--- src/core/actuator_pkg.sv ---
// Constants for the actuator control and status block: frame layout,
// field positions, reset values and timer counts.
// Assumes a 20 MHz system clock and a 24-bit serial frame, MSB first.
`default_nettype none

package actuator_pkg;

    // ----------------------------------------------------------------
    // Frame layout
    // ----------------------------------------------------------------
    localparam int unsigned FRAME_BITS = 24;
    localparam int unsigned CNT_W      = 5;
    localparam logic [4:0]  FRAME_LEN  = 5'h18;
    localparam int unsigned BIT_SEL    = 0;   // 0: word one, 1: word two

    // ----------------------------------------------------------------
    // Control word two fields
    // ----------------------------------------------------------------
    localparam int unsigned BIT_ENABLE = 23;
    localparam int unsigned BIT_REC_C  = 22;
    localparam int unsigned BIT_REC_B  = 20;
    localparam int unsigned BIT_REC_A  = 19;

    // ----------------------------------------------------------------
    // Control word one fields used here
    // ----------------------------------------------------------------
    localparam int unsigned BIT_CLEAR  = 22;
    localparam int unsigned BIT_DUTY   = 21;
    localparam int unsigned BIT_ON_C   = 17;
    localparam int unsigned BIT_ON_B   = 15;
    localparam int unsigned BIT_ON_A   = 14;

    // ----------------------------------------------------------------
    // Status word fields
    // ----------------------------------------------------------------
    localparam int unsigned ST_MARK    = 23;
    localparam int unsigned ST_OV      = 22;
    localparam int unsigned ST_UV      = 21;
    localparam int unsigned ST_TSD     = 20;
    localparam int unsigned ST_TW      = 19;
    localparam int unsigned ST_NRDY    = 18;
    localparam int unsigned ST_NOERR   = 0;

    localparam logic [23:0] CTRL_RESET = 24'h000000;

    // ----------------------------------------------------------------
    // Timing
    // ----------------------------------------------------------------
    localparam int unsigned CLK_PERIOD_NS = 50;
    localparam int unsigned TICK_NS       = 1000;
    localparam int unsigned TICK_CYC      =
        (TICK_NS + CLK_PERIOD_NS - 1) / CLK_PERIOD_NS;
    localparam int unsigned STARTUP_US    = 100;
    localparam int unsigned REC_LONG_US   = 400;
    localparam int unsigned REC_SHORT_US  = 100;
    localparam int unsigned STARTUP_TICKS = STARTUP_US * 1000 / TICK_NS;
    localparam int unsigned REC_LONG_TICKS  = REC_LONG_US * 1000 / TICK_NS;
    localparam int unsigned REC_SHORT_TICKS = REC_SHORT_US * 1000 / TICK_NS;
    localparam int unsigned TIMER_W       = 10;
    localparam int unsigned DIV_W         = 5;

    typedef enum logic [1:0] {
        MODE_STANDBY = 2'b00,
        MODE_SETTLE  = 2'b01,
        MODE_RUN     = 2'b10
    } mode_type;

endpackage

`default_nettype wire

--- src/core/sync2.sv ---
// Two-stage synchroniser for a group of unrelated single-bit levels.
// Assumes each bit is a slow level or is sampled well above its rate.
`default_nettype none

module sync2 #(
    parameter int unsigned     WIDTH     = 1,
    parameter logic [WIDTH-1:0] RESET_VAL = '0
) (
    input  wire logic             sys_clk, // System clock.
    input  wire logic             reset,   // Synchronous reset, high.
    input  wire logic [WIDTH-1:0] din,     // Asynchronous inputs.
    output logic      [WIDTH-1:0] dout     // Synchronised outputs.
);

    logic [WIDTH-1:0] meta_q;
    logic [WIDTH-1:0] meta_d;
    logic [WIDTH-1:0] dout_d;

    always_comb begin
        meta_d = reset ? RESET_VAL : din;
        dout_d = reset ? RESET_VAL : meta_q;
    end

    always_ff @(posedge sys_clk) begin
        meta_q <= meta_d;
        dout   <= dout_d;
    end

endmodule // sync2

`default_nettype wire

--- src/core/actuator_ctrl_status_upper_bits.sv ---
// Serial control and status logic for the upper fields of the first and the second
// control and status words of a door actuator driver.
// Assumes the serial link (mode 0, MSB first) and all fault detectors
// are asynchronous to sys_clk and slow next to it.
`default_nettype none

module actuator_ctrl_status_upper_bits #(
    parameter int unsigned STARTUP_TICKS = actuator_pkg::STARTUP_TICKS,
    parameter int unsigned REC_LONG      = actuator_pkg::REC_LONG_TICKS,
    parameter int unsigned REC_SHORT     = actuator_pkg::REC_SHORT_TICKS
) (
    input  wire logic sys_clk,           // System clock, 20 MHz.
    input  wire logic reset,             // Synchronous reset, high.
    input  wire logic spi_sclk,          // Serial clock from host.
    input  wire logic spi_cs_n,          // Frame select, low active.
    input  wire logic spi_mosi,          // Serial data in.
    input  wire logic oc_a_in,           // Over-current, output a.
    input  wire logic oc_b_in,           // Over-current, output b.
    input  wire logic oc_c_in,           // Over-current, output c.
    input  wire logic overvoltage_in,    // Supply rail too high.
    input  wire logic undervoltage_in,   // Supply rail too low.
    input  wire logic overtemp_in,       // Thermal shutdown level.
    input  wire logic temp_warn_in,      // Temperature warning level.
    output logic      spi_miso,          // Serial data out.
    output logic      spi_miso_oe,       // Drives miso while selected.
    output logic      highside_output_a, // Highside driver a on.
    output logic      highside_output_b, // Highside driver b on.
    output logic      highside_output_c  // Highside driver c on.
);

    // ----------------------------------------------------------------
    // Input synchronisation and edge detection
    // ----------------------------------------------------------------
    logic [9:0] sync_w;
    logic [2:0] link_prev_q;
    logic [2:0] link_prev_d;
    logic [2:0] oc_prev_q;
    logic [2:0] oc_prev_d;

    sync2 #(
        .WIDTH     (10),
        .RESET_VAL (10'h002)
    ) u_sync (
        .sys_clk (sys_clk),
        .reset   (reset),
        .din     ({temp_warn_in, overtemp_in, undervoltage_in,
                   overvoltage_in, oc_c_in, oc_b_in, oc_a_in,
                   spi_mosi, spi_cs_n, spi_sclk}),
        .dout    (sync_w)
    );

    logic sclk_s, cs_n_s, mosi_s, ov_s, uv_s, tsd_s, tw_s;
    logic [2:0] oc_s;
    logic sclk_rise, sclk_fall, cs_fall, cs_rise;
    logic [2:0] oc_evt;

    always_comb begin
        sclk_s      = sync_w[0];
        cs_n_s      = sync_w[1];
        mosi_s      = sync_w[2];
        oc_s        = sync_w[5:3];
        ov_s        = sync_w[6];
        uv_s        = sync_w[7];
        tsd_s       = sync_w[8];
        tw_s        = sync_w[9];
        sclk_rise   = sclk_s & ~link_prev_q[0] & ~cs_n_s;
        sclk_fall   = ~sclk_s & link_prev_q[0] & ~cs_n_s;
        cs_fall     = ~cs_n_s & link_prev_q[1];
        cs_rise     = cs_n_s & ~link_prev_q[1];
        oc_evt      = oc_s & ~oc_prev_q;
        link_prev_d = reset ? 3'h2 : {1'b0, cs_n_s, sclk_s};
        oc_prev_d   = reset ? 3'h0 : oc_s;
    end

    always_ff @(posedge sys_clk) begin
        link_prev_q <= link_prev_d;
        oc_prev_q   <= oc_prev_d;
    end

    // ----------------------------------------------------------------
    // Status words
    // ----------------------------------------------------------------
    logic [23:0] ctrl_one_q, ctrl_one_d, ctrl_two_q, ctrl_two_d;
    logic [2:0]  oc_flag_q, oc_flag_d;
    logic        tsd_q, tsd_d, tw_q, tw_d;
    actuator_pkg::mode_type mode_q, mode_d;
    logic [23:0] status_one_w, status_two_w;
    logic        noerr_w;

    // The no-error bit spans both words, so it is built once here.
    function automatic logic [23:0] word_two(input logic nrdy);
        logic [23:0] w;
        w = 24'h000000;
        w[actuator_pkg::ST_MARK] = 1'b1;
        w[actuator_pkg::ST_OV]   = ov_s;
        w[actuator_pkg::ST_UV]   = uv_s;
        w[actuator_pkg::ST_TSD]  = tsd_q;
        w[actuator_pkg::ST_TW]   = tw_q;
        w[actuator_pkg::ST_NRDY] = nrdy;
        return w;
    endfunction

    always_comb begin
        status_one_w = 24'h000000;
        status_one_w[actuator_pkg::BIT_ON_A] = oc_flag_q[0];
        status_one_w[actuator_pkg::BIT_ON_B] = oc_flag_q[1];
        status_one_w[actuator_pkg::BIT_ON_C] = oc_flag_q[2];
        status_two_w = word_two(mode_q == actuator_pkg::MODE_SETTLE);
        noerr_w = ~(|status_one_w[22:1] | |status_two_w[22:1]);
        status_one_w[actuator_pkg::ST_NOERR] = noerr_w;
        status_two_w[actuator_pkg::ST_NOERR] = noerr_w;
    end

    // ----------------------------------------------------------------
    // Serial frame engine
    // ----------------------------------------------------------------
    logic [23:0] shift_in_q, shift_in_d, shift_out_q, shift_out_d;
    logic [4:0]  bitcnt_q, bitcnt_d;
    logic        sel_prev_q, sel_prev_d, miso_d, miso_oe_d;
    logic        commit, commit_one, commit_two, clear_cmd;

    always_comb begin
        shift_in_d  = shift_in_q;
        shift_out_d = shift_out_q;
        bitcnt_d    = bitcnt_q;
        sel_prev_d  = sel_prev_q;
        commit      = cs_rise && (bitcnt_q == actuator_pkg::FRAME_LEN);
        commit_two  = commit && shift_in_q[actuator_pkg::BIT_SEL];
        commit_one  = commit && !shift_in_q[actuator_pkg::BIT_SEL];
        if (cs_fall) begin
            bitcnt_d    = 5'h00;
            shift_out_d = sel_prev_q ? status_two_w : status_one_w;
        end else if (sclk_rise) begin
            shift_in_d = {shift_in_q[22:0], mosi_s};
            if (bitcnt_q != 5'h1F) begin
                bitcnt_d = bitcnt_q + 5'h01;
            end
        end else if (sclk_fall) begin
            shift_out_d = {shift_out_q[22:0], 1'b0};
        end
        if (commit) begin
            sel_prev_d = shift_in_q[actuator_pkg::BIT_SEL];
        end
        if (reset) begin
            shift_in_d  = 24'h000000;
            shift_out_d = 24'h000000;
            bitcnt_d    = 5'h00;
            sel_prev_d  = 1'b1;
        end
        miso_d    = shift_out_d[23];
        miso_oe_d = ~reset & ~cs_n_s;
    end

    always_ff @(posedge sys_clk) begin
        shift_in_q  <= shift_in_d;
        shift_out_q <= shift_out_d;
        bitcnt_q    <= bitcnt_d;
        sel_prev_q  <= sel_prev_d;
        spi_miso    <= miso_d;
        spi_miso_oe <= miso_oe_d;
    end

    // ----------------------------------------------------------------
    // Mode, control words and start-up timer
    // ----------------------------------------------------------------
    logic [actuator_pkg::DIV_W-1:0]   div_q, div_d;
    logic [actuator_pkg::TIMER_W-1:0] timer_q, timer_d;
    logic tick;

    always_comb begin
        tick       = (div_q == actuator_pkg::DIV_W'(actuator_pkg::TICK_CYC - 1));
        div_d      = tick ? '0 : div_q + 1'b1;
        ctrl_one_d = ctrl_one_q;
        ctrl_two_d = ctrl_two_q;
        mode_d     = mode_q;
        timer_d    = timer_q;
        clear_cmd  = commit_one && shift_in_q[actuator_pkg::BIT_CLEAR];
        if (mode_q == actuator_pkg::MODE_SETTLE && tick) begin
            if (timer_q == '0) begin
                mode_d = actuator_pkg::MODE_RUN;
            end else begin
                timer_d = timer_q - 1'b1;
            end
        end
        if (commit_two) begin
            if (shift_in_q[actuator_pkg::BIT_ENABLE]) begin
                ctrl_two_d = shift_in_q;
                if (mode_q == actuator_pkg::MODE_STANDBY) begin
                    mode_d  = actuator_pkg::MODE_SETTLE;
                    timer_d = actuator_pkg::TIMER_W'(STARTUP_TICKS);
                end
            end else begin
                mode_d     = actuator_pkg::MODE_STANDBY;
                ctrl_one_d = actuator_pkg::CTRL_RESET;
                ctrl_two_d = actuator_pkg::CTRL_RESET;
            end
        end else if (commit_one && mode_q != actuator_pkg::MODE_STANDBY) begin
            ctrl_one_d = shift_in_q;
            ctrl_one_d[actuator_pkg::BIT_CLEAR] = 1'b0;
        end
        if (reset) begin
            div_d      = '0;
            ctrl_one_d = actuator_pkg::CTRL_RESET;
            ctrl_two_d = actuator_pkg::CTRL_RESET;
            mode_d     = actuator_pkg::MODE_STANDBY;
            timer_d    = '0;
        end
    end

    always_ff @(posedge sys_clk) begin
        div_q      <= div_d;
        ctrl_one_q <= ctrl_one_d;
        ctrl_two_q <= ctrl_two_d;
        mode_q     <= mode_d;
        timer_q    <= timer_d;
    end

    // ----------------------------------------------------------------
    // Fault flags and over-current recovery
    // ----------------------------------------------------------------
    logic [2:0] oc_off_q, oc_off_d, rec_arm_q, rec_arm_d, rec_en, expire;
    logic [actuator_pkg::TIMER_W-1:0] rec_cnt_q [3];
    logic [actuator_pkg::TIMER_W-1:0] rec_cnt_d [3];
    logic [actuator_pkg::TIMER_W-1:0] off_time;

    always_comb begin
        rec_en = {ctrl_two_q[actuator_pkg::BIT_REC_C],
                  ctrl_two_q[actuator_pkg::BIT_REC_B],
                  ctrl_two_q[actuator_pkg::BIT_REC_A]};
        off_time = ctrl_one_q[actuator_pkg::BIT_DUTY]
                 ? actuator_pkg::TIMER_W'(REC_SHORT)
                 : actuator_pkg::TIMER_W'(REC_LONG);
        // Set wins over clear on every sticky flag.
        tsd_d = (tsd_q & ~clear_cmd) | tsd_s;
        tw_d  = (tw_q & ~clear_cmd) | tw_s;
        for (int i = 0; i < 3; i++) begin
            expire[i]    = oc_off_q[i] && tick && rec_cnt_q[i] == '0;
            rec_cnt_d[i] = (tick && rec_cnt_q[i] != '0)
                         ? rec_cnt_q[i] - 1'b1 : rec_cnt_q[i];
            oc_flag_d[i] = (oc_flag_q[i] & ~clear_cmd) | oc_evt[i];
            oc_off_d[i]  = oc_off_q[i];
            rec_arm_d[i] = rec_arm_q[i];
            if (clear_cmd || (expire[i] && rec_arm_q[i])) begin
                oc_off_d[i] = 1'b0;
            end
            if (oc_evt[i]) begin
                oc_off_d[i]  = 1'b1;
                rec_cnt_d[i] = off_time;
                // The arm is caught at the event, so one retry still
                // runs if the enable drops while the output rests.
                rec_arm_d[i] = rec_en[i];
            end
            if (reset) begin
                rec_cnt_d[i] = '0;
            end
        end
        if (reset) begin
            tsd_d     = 1'b0;
            tw_d      = 1'b0;
            oc_flag_d = 3'h0;
            oc_off_d  = 3'h0;
            rec_arm_d = 3'h0;
        end
    end

    always_ff @(posedge sys_clk) begin
        tsd_q     <= tsd_d;
        tw_q      <= tw_d;
        oc_flag_q <= oc_flag_d;
        oc_off_q  <= oc_off_d;
        rec_arm_q <= rec_arm_d;
        rec_cnt_q <= rec_cnt_d;
    end

    // ----------------------------------------------------------------
    // Output drivers
    // ----------------------------------------------------------------
    logic [2:0] hs_d, on_req;

    always_comb begin
        on_req = {ctrl_one_q[actuator_pkg::BIT_ON_C],
                  ctrl_one_q[actuator_pkg::BIT_ON_B],
                  ctrl_one_q[actuator_pkg::BIT_ON_A]};
        // Supply faults gate the level only, so outputs return alone.
        hs_d = on_req & ~oc_off_q
             & {3{mode_q == actuator_pkg::MODE_RUN}}
             & {3{~ov_s & ~uv_s}}
             & {3{~tsd_q}};
        if (reset) begin
            hs_d = 3'h0;
        end
    end

    always_ff @(posedge sys_clk) begin
        highside_output_a <= hs_d[0];
        highside_output_b <= hs_d[1];
        highside_output_c <= hs_d[2];
    end

    // ----------------------------------------------------------------
    // Assertions
    // ----------------------------------------------------------------
    logic [2:0] hs_w;
    assign hs_w = {highside_output_c, highside_output_b, highside_output_a};
endmodule // actuator_ctrl_status_upper_bits

`default_nettype wire

--- config.mk ---
export PLATFORM = sky130hd
export DESIGN_NAME = actuator_ctrl_status_upper_bits
export DESIGN_NICKNAME = d
export VERILOG_FILES = /design/src/core/actuator_pkg.sv /design/src/core/sync2.sv /design/src/core/actuator_ctrl_status_upper_bits.sv
export SDC_FILE = /design/constraint.sdc
export NUM_CORES = 1
export LEC_CHECK = 0
export BUFFER_PORTS_ARGS = -buffer_cell sky130_fd_sc_hd__buf_2
export CAP_MARGIN = 10
export CORE_AREA = 2 2 145 147
export CTS_BUF_LIST = sky130_fd_sc_hd__clkbuf_8 sky130_fd_sc_hd__clkbuf_16
export CTS_CLUSTER_DIAMETER = 100
export DETAILED_ROUTE_END_ITERATION = 6
export DIE_AREA = 0 0 147 149
export PLACE_DENSITY = 0.5
export SYNTH_ARGS = -nofsm -noshare
export SYNTH_HDL_FRONTEND = slang
export SYNTH_SLANG_ARGS = --single-unit
--- constraint.sdc ---
create_clock -name sys_clk -period 4.4 [get_ports sys_clk]
set_input_delay 0.44 -clock sys_clk [delete_from_list [all_inputs] [get_ports sys_clk]]
set_output_delay 0.44 -clock sys_clk [all_outputs]
set_load 0.02 [all_outputs]
* Word-level counts from Yosys, hierarchy flattened
Index checks and enable logic that the tools add are counted.
** Operators by class
- Bitwise operators :: 37
- Eq/ne operators :: 7
- Reduce and logical (&&, ||, !) cells :: 47
- Muxes and demuxes :: 31
- $add $sub $neg :: 6
** Operators by type and width (count)
- $mux 10 :: 11
- $mux 24 :: 4
- $mux 22 :: 3
- $logic_not 10->1 :: 4
- $sub 10x1->10 const B :: 4
- $reduce_bool 10->1 :: 3
- $mux 23 :: 1
- $logic_and 1x1->1 :: 18
- $reduce_bool 2->1 :: 9
- $and 3x3->3 :: 5
- $and 1x1->1 :: 13
- $not 1->1 :: 11
- $add 5x1->5 const B :: 2
- $eq 5x5->1 const B :: 2
- $mux 2 :: 5
- $mux 9 :: 1
- $reduce_and 2->1 :: 4
- $mux 1 :: 6
- $not 3->3 :: 2
- $or 1x1->1 :: 6
- $ne 5x5->1 const B :: 1
- $reduce_or 5->1 :: 1
- $reduce_or 2->1 :: 2
- $logic_or 1x1->1 :: 3
- 7 further kinds :: 7
** Storage, ports and cells
- Output and inout bits :: 5
- Register bits after elaboration :: 186
- Input bits :: 12

* Longest topological paths before layout
- Word-level depth :: 8
- Gate-level depth with buffers :: 7
- Gate-level depth less buffers :: 7

* Hierarchy
Synthesis repeated with hierarchy kept, for this count alone.
** Unflattened totals
- Cell total of the unflattened synthesis :: 669
- Area, all modules :: 5933.2 sq um
** By module, submodules not included
- actuator_ctrl_status_upper_bits :: sequential area each 2562.5 sq um, cells an instance 627, instances 1, area each 5391.4 sq um
- sync2 :: sequential area each 400.4 sq um, cells an instance 42, instances 1, area each 541.8 sq um

* Least setup slack after synthesis
Ideal clock, no wire load.
- Path type :: register to register
- From :: reg div_q[0] (netlist name)
- To :: reg timer_q[8] (netlist name)
- Arrival :: 1.891 ns
- Cell stages (with the launch flop) :: 7
- Library setup time :: 0.070 ns
- Buffers on the path :: 1
- Setup slack :: 2.439 ns
- Cells stage by stage :: dfxtp_1 ha_1 and4bb_2 buf_2 nand3_1 or4b_2 a21oi_1
** On the way
- Cells in the longest elaborated chain, start to end :: 6
** RTL lines
- start, declared :: line actuator_ctrl_status_upper_bits.sv:166 : logic [actuator_pkg::DIV_W-1:0] div_q, div_d;
- start signal, assigned :: line actuator_ctrl_status_upper_bits.sv:211 : div_q <= div_d;
- $eq 5x5->1 (*) :: line actuator_ctrl_status_upper_bits.sv:171 : tick = (div_q == actuator_pkg::DIV_W'(actuator_pkg::TICK_CYC - 1));
- $logic_and 1x1->1 (*) :: line actuator_ctrl_status_upper_bits.sv:178 : if (mode_q == actuator_pkg::MODE_SETTLE && tick) begin
- $mux 10 (*) :: line actuator_ctrl_status_upper_bits.sv:178
- $mux 10 :: line actuator_ctrl_status_upper_bits.sv:188 : if (mode_q == actuator_pkg::MODE_STANDBY) begin
- $mux 10 :: line actuator_ctrl_status_upper_bits.sv:186 : if (shift_in_q[actuator_pkg::BIT_ENABLE]) begin
- $mux 10 (*) :: line actuator_ctrl_status_upper_bits.sv:185 : if (commit_two) begin
- end signal, assigned :: line actuator_ctrl_status_upper_bits.sv:215 : timer_q <= timer_d;
- end, declared :: line actuator_ctrl_status_upper_bits.sv:167 : logic [actuator_pkg::TIMER_W-1:0] timer_q, timer_d;
Mark *: on every way between the ends. The rest lies on a longest branch, timed or not.
A chain may end at the register's enable or synchronous reset.

* Worst setup path after layout
- From :: reg div_q[0] (netlist name)
- To :: reg rec_cnt_q[2] (netlist name)
** On the way
- Cells in the longest elaborated chain, start to end :: 3
** RTL lines
- $eq 5x5->1 :: line actuator_ctrl_status_upper_bits.sv:171
- $logic_and 1x1->1 :: line actuator_ctrl_status_upper_bits.sv:238 : rec_cnt_d[i] = (tick && rec_cnt_q[i] != '0)
- $reduce_bool 2->1 (no source line)
- end signal, assigned :: line actuator_ctrl_status_upper_bits.sv:272 : rec_cnt_q <= rec_cnt_d;
- end, declared :: line actuator_ctrl_status_upper_bits.sv:222 : logic [actuator_pkg::TIMER_W-1:0] rec_cnt_q [3];
No other way between the ends.

==> results.yml <==
routing:
  dr.pass1.iters: 5
  drc: 0
  wl_um: 12600
  wl_met1_um: 6860
  first_iter_violations: 287
  met2_length_um: 5100
  met3WireLength_um: 432
  via_per_inst: 4.79
  ant_nets: 0
  routedWlPerCell_um: 13.0
  vias: 4639
  highest_layer: "met4"
clocking:
  cts_buffer_depth: 2
  ctsHoldBuffers: 0
  h-tree-depth: 4
  cts_root_buf: "clkbuf_16"
  clk_pin_slew_worst_paths_ps: 60
  cts_resized: 0
  numCtsBuffers: 17
  cts_setup_buffers: 0
  cts_tree: "yes"
  cts.sinks: 148
  clock_latency_ps: 420
worst_hold_path:
  holdPathStages: 2
  min_to: "u_sync.meta_q[1]"
  hp-start: "spi_cs_n"
  hold_path_class: "in2reg"
power_and_ir_drop:
  power.leakage_nw: 2.37
  power.density_nw_per_um2: 438
  irDropWorstVdd_mv: 0.289
worst_setup_path:
  crit-reg2reg-launch: "div_q[0]"
  reg2reg_depth: 5
  reg2reg_to: "rec_cnt_q[2]"
  cp.arrival_ps: 2610
  crit_required_ps: 4690
  startpoint_type: "register"
  max_stage_delay_ps: 800
  slowest_stage: "a31oi_1"
  rrSetupSlack_ps: 2080
  worstSetupPathType: "reg2reg"
  crit_top_cell: "a31oi_1"
  crit_buf_inv: 0
  crit_fanout: 10
  critPathTopFamily: "compound AO/OA/AOI/OAI gates"
  critPathCaptureType: "register"
  crit_chain: "ha_1 > nand4bb_1 > a31oi_1 > a21bo_2 > a31oi_1"
logic_synthesis:
  synth_area_per_cell_um2: 8.78
  syn_inst: 682
  yosys-top-cells-count: "148 x dfxtp_1, 86 x nand2_1, 65 x nor2_1"
  synthArstFlopShare_pct: 0
  yosys.cell_count.top_type: "dfxtp_1"
  synth_cell_types: 53
  synth_edf_count: 0
  synth_area_leader_cell: "dfxtp_1"
  synth_fp_nets: 705
  ys.warnings.count: 0
  synth_area_um2: 5990
  ys_ff_latch: 148
  netlist.area_leader.share_pct: 49.5
  synth_seq_area_share_pct: 49.5
  synth-main-ff-cell: "dfxtp_1"
  post_synth_main_area_contributors: "dfxtp_1 49%, nand2_1 5.4%, a21oi_1 5.3%"
floorplanning:
  start_util_pct: 29.1
  fp.dieW_um: 147
  fp-row-count: 53
  io_pins: 17
  dieArea_um2: 21900
  chipHeight_um: 149
  core_area_um2: 20600
job:
  drv_cap: 0
timing:
  rsz0062_at_grt: "false"
  setup_viol: 0
  slew_headroom_pct: 37.4
  hold_violations: 0
  fin_crit_ps: 2320
  fin_crit_sh_pct: 52.7
  max_freq_ghz: 0.431
  finalClockSkew_ps: 9.10
  setup_tns_ps: 0
  slew_viol_final: 0
  tightest_slew_ps: 936
finish:
  diodes: 0
  area_growth_pct: 15.4
  final_nets: 704
  postLayoutCoreUtil_pct: 33.6
  multiInputGateArea_um2: 2820
  register_area_um2: 2960
  drive_gt1_share_pct: 9.22
  fin_area_um2: 6910
  fill_cells: 2148
place:
  hpwlAfterDp_um: 8150
  port_buffers: 16
  gp_congestion: 0.766
  placed_area_um2: 6280
grt:
  overflow: 0
  first_global_vias: 4209
  grt_pass1_wl_um: 21500
  antenna_found_initial: 0
  grt_max_degree: 82
  grt_usage_pct: 12.2
run_status:
  status: "finished clean"
## worst reg2reg max path, delay by kind of cell (launching register included)
kind / cells / cell delay (ps)
flip-flops: 1 / 350
adder cells (fa/ha/maj): 1 / 240
AO/OA/AOI/OAI: 3 / 1120
AND/OR/NAND/NOR: 1 / 470
## where the power goes
group	leakage, nW	total, mW	internal [mW]	switching [mW]
clock network	0.307	1.52	0.955	0.570
registers	1.20	1.39	1.37	0.0210
logic	0.857	0.111	0.0396	0.0714
total	2.37	3.03	2.36	0.662
## flip-flops by register name, summed over array words and instances, names as in the netlist, 4 cells and up
signal         count
u_sync.dout       10
bitcnt_q           5
ctrl_one_q         4
shift_out_q       24
div_q              5
u_sync.meta_q     10
timer_q           10
shift_in_q        24
rec_cnt_q         30
## layer usage
| metal | track usage, % | vias to the layer above |
|---|---|---|
| li1 | - | 2416 |
| met1 | 17.3 | 2147 |
| met2 | 17.4 | 60 |
| met3 | 3.33 | 16 |
| met4 | 5.43 | 0 |
| met5 | 0 | - |
## layout make-up
| cell class | instances | share of cell area (%) |
|---|---|---|
| multi-input cells | 481 | 40.9 |
| repair buffers | 18 | 1.38 |
| flip-flops and latches | 148 | 42.9 |
| well taps | 275 | 4.98 |
| inverters | 15 | 0.815 |
| clock buffers | 21 | 6.95 |
| clock inverters | 11 | 2.15 |
## cells by family after synthesis
logic type,share of synthesized area (%)
AOI/OAI and AO/OA,16.1
muxes,1.34
DFF,49.5
xor gates and xnor gates,2.34
buffers and inverters,3.36
and+or+nand+nor,25.1
adders and majority gates,2.30
## metrics by stage
step | setup slack (ps) | hold slack [ps] | power, mW | instances
after floorplan | 2440 | 389 | 1.50 | 682
after global routing | 1820 | 187 | 3.15 | 969
after CTS | 2050 | 177 | 3.07 | 968
after detailed placement | 2070 | 398 | 1.53 | 936
final | 2080 | 198 | 3.03 | 969
after global placement | 2140 | 400 | 1.53 | 936
## worst max-delay path by stage
stage / startpoint / endpoint / cells after the start
detailed placement: div_q[0] / rec_cnt_q[2] / 5
global route: div_q[0] / timer_q[1] / 5
global placement: div_q[0] / rec_cnt_q[2] / 5
finish: div_q[0] / rec_cnt_q[2] / 5
CTS: div_q[0] / rec_cnt_q[6] / 5
floorplan: div_q[0] / timer_q[8] / 6
## placed cells by master, fill, tap and decap left out, types with 8 or more instances in the layout
master	Yosys	layout
nor3_1	23	23
a22oi_1	10	10
nand3_1	17	17
a31oi_1	16	16
inv_1	15	16
dfxtp_1	148	148
ha_1	11	11
or3_1	8	8
a21oi_1	63	63
mux2i_1	8	8
xor2_1	9	9
o21ai_0	11	11
or4_1	11	11
buf_2	2	16
nand2_1	86	86
nor2_1	65	65
nand4_1	11	11
nor2b_1	27	27
clkbuf_16	0	17
a211oi_1	9	9
nand2b_1	10	10
(Power assumes the default switching activity.)
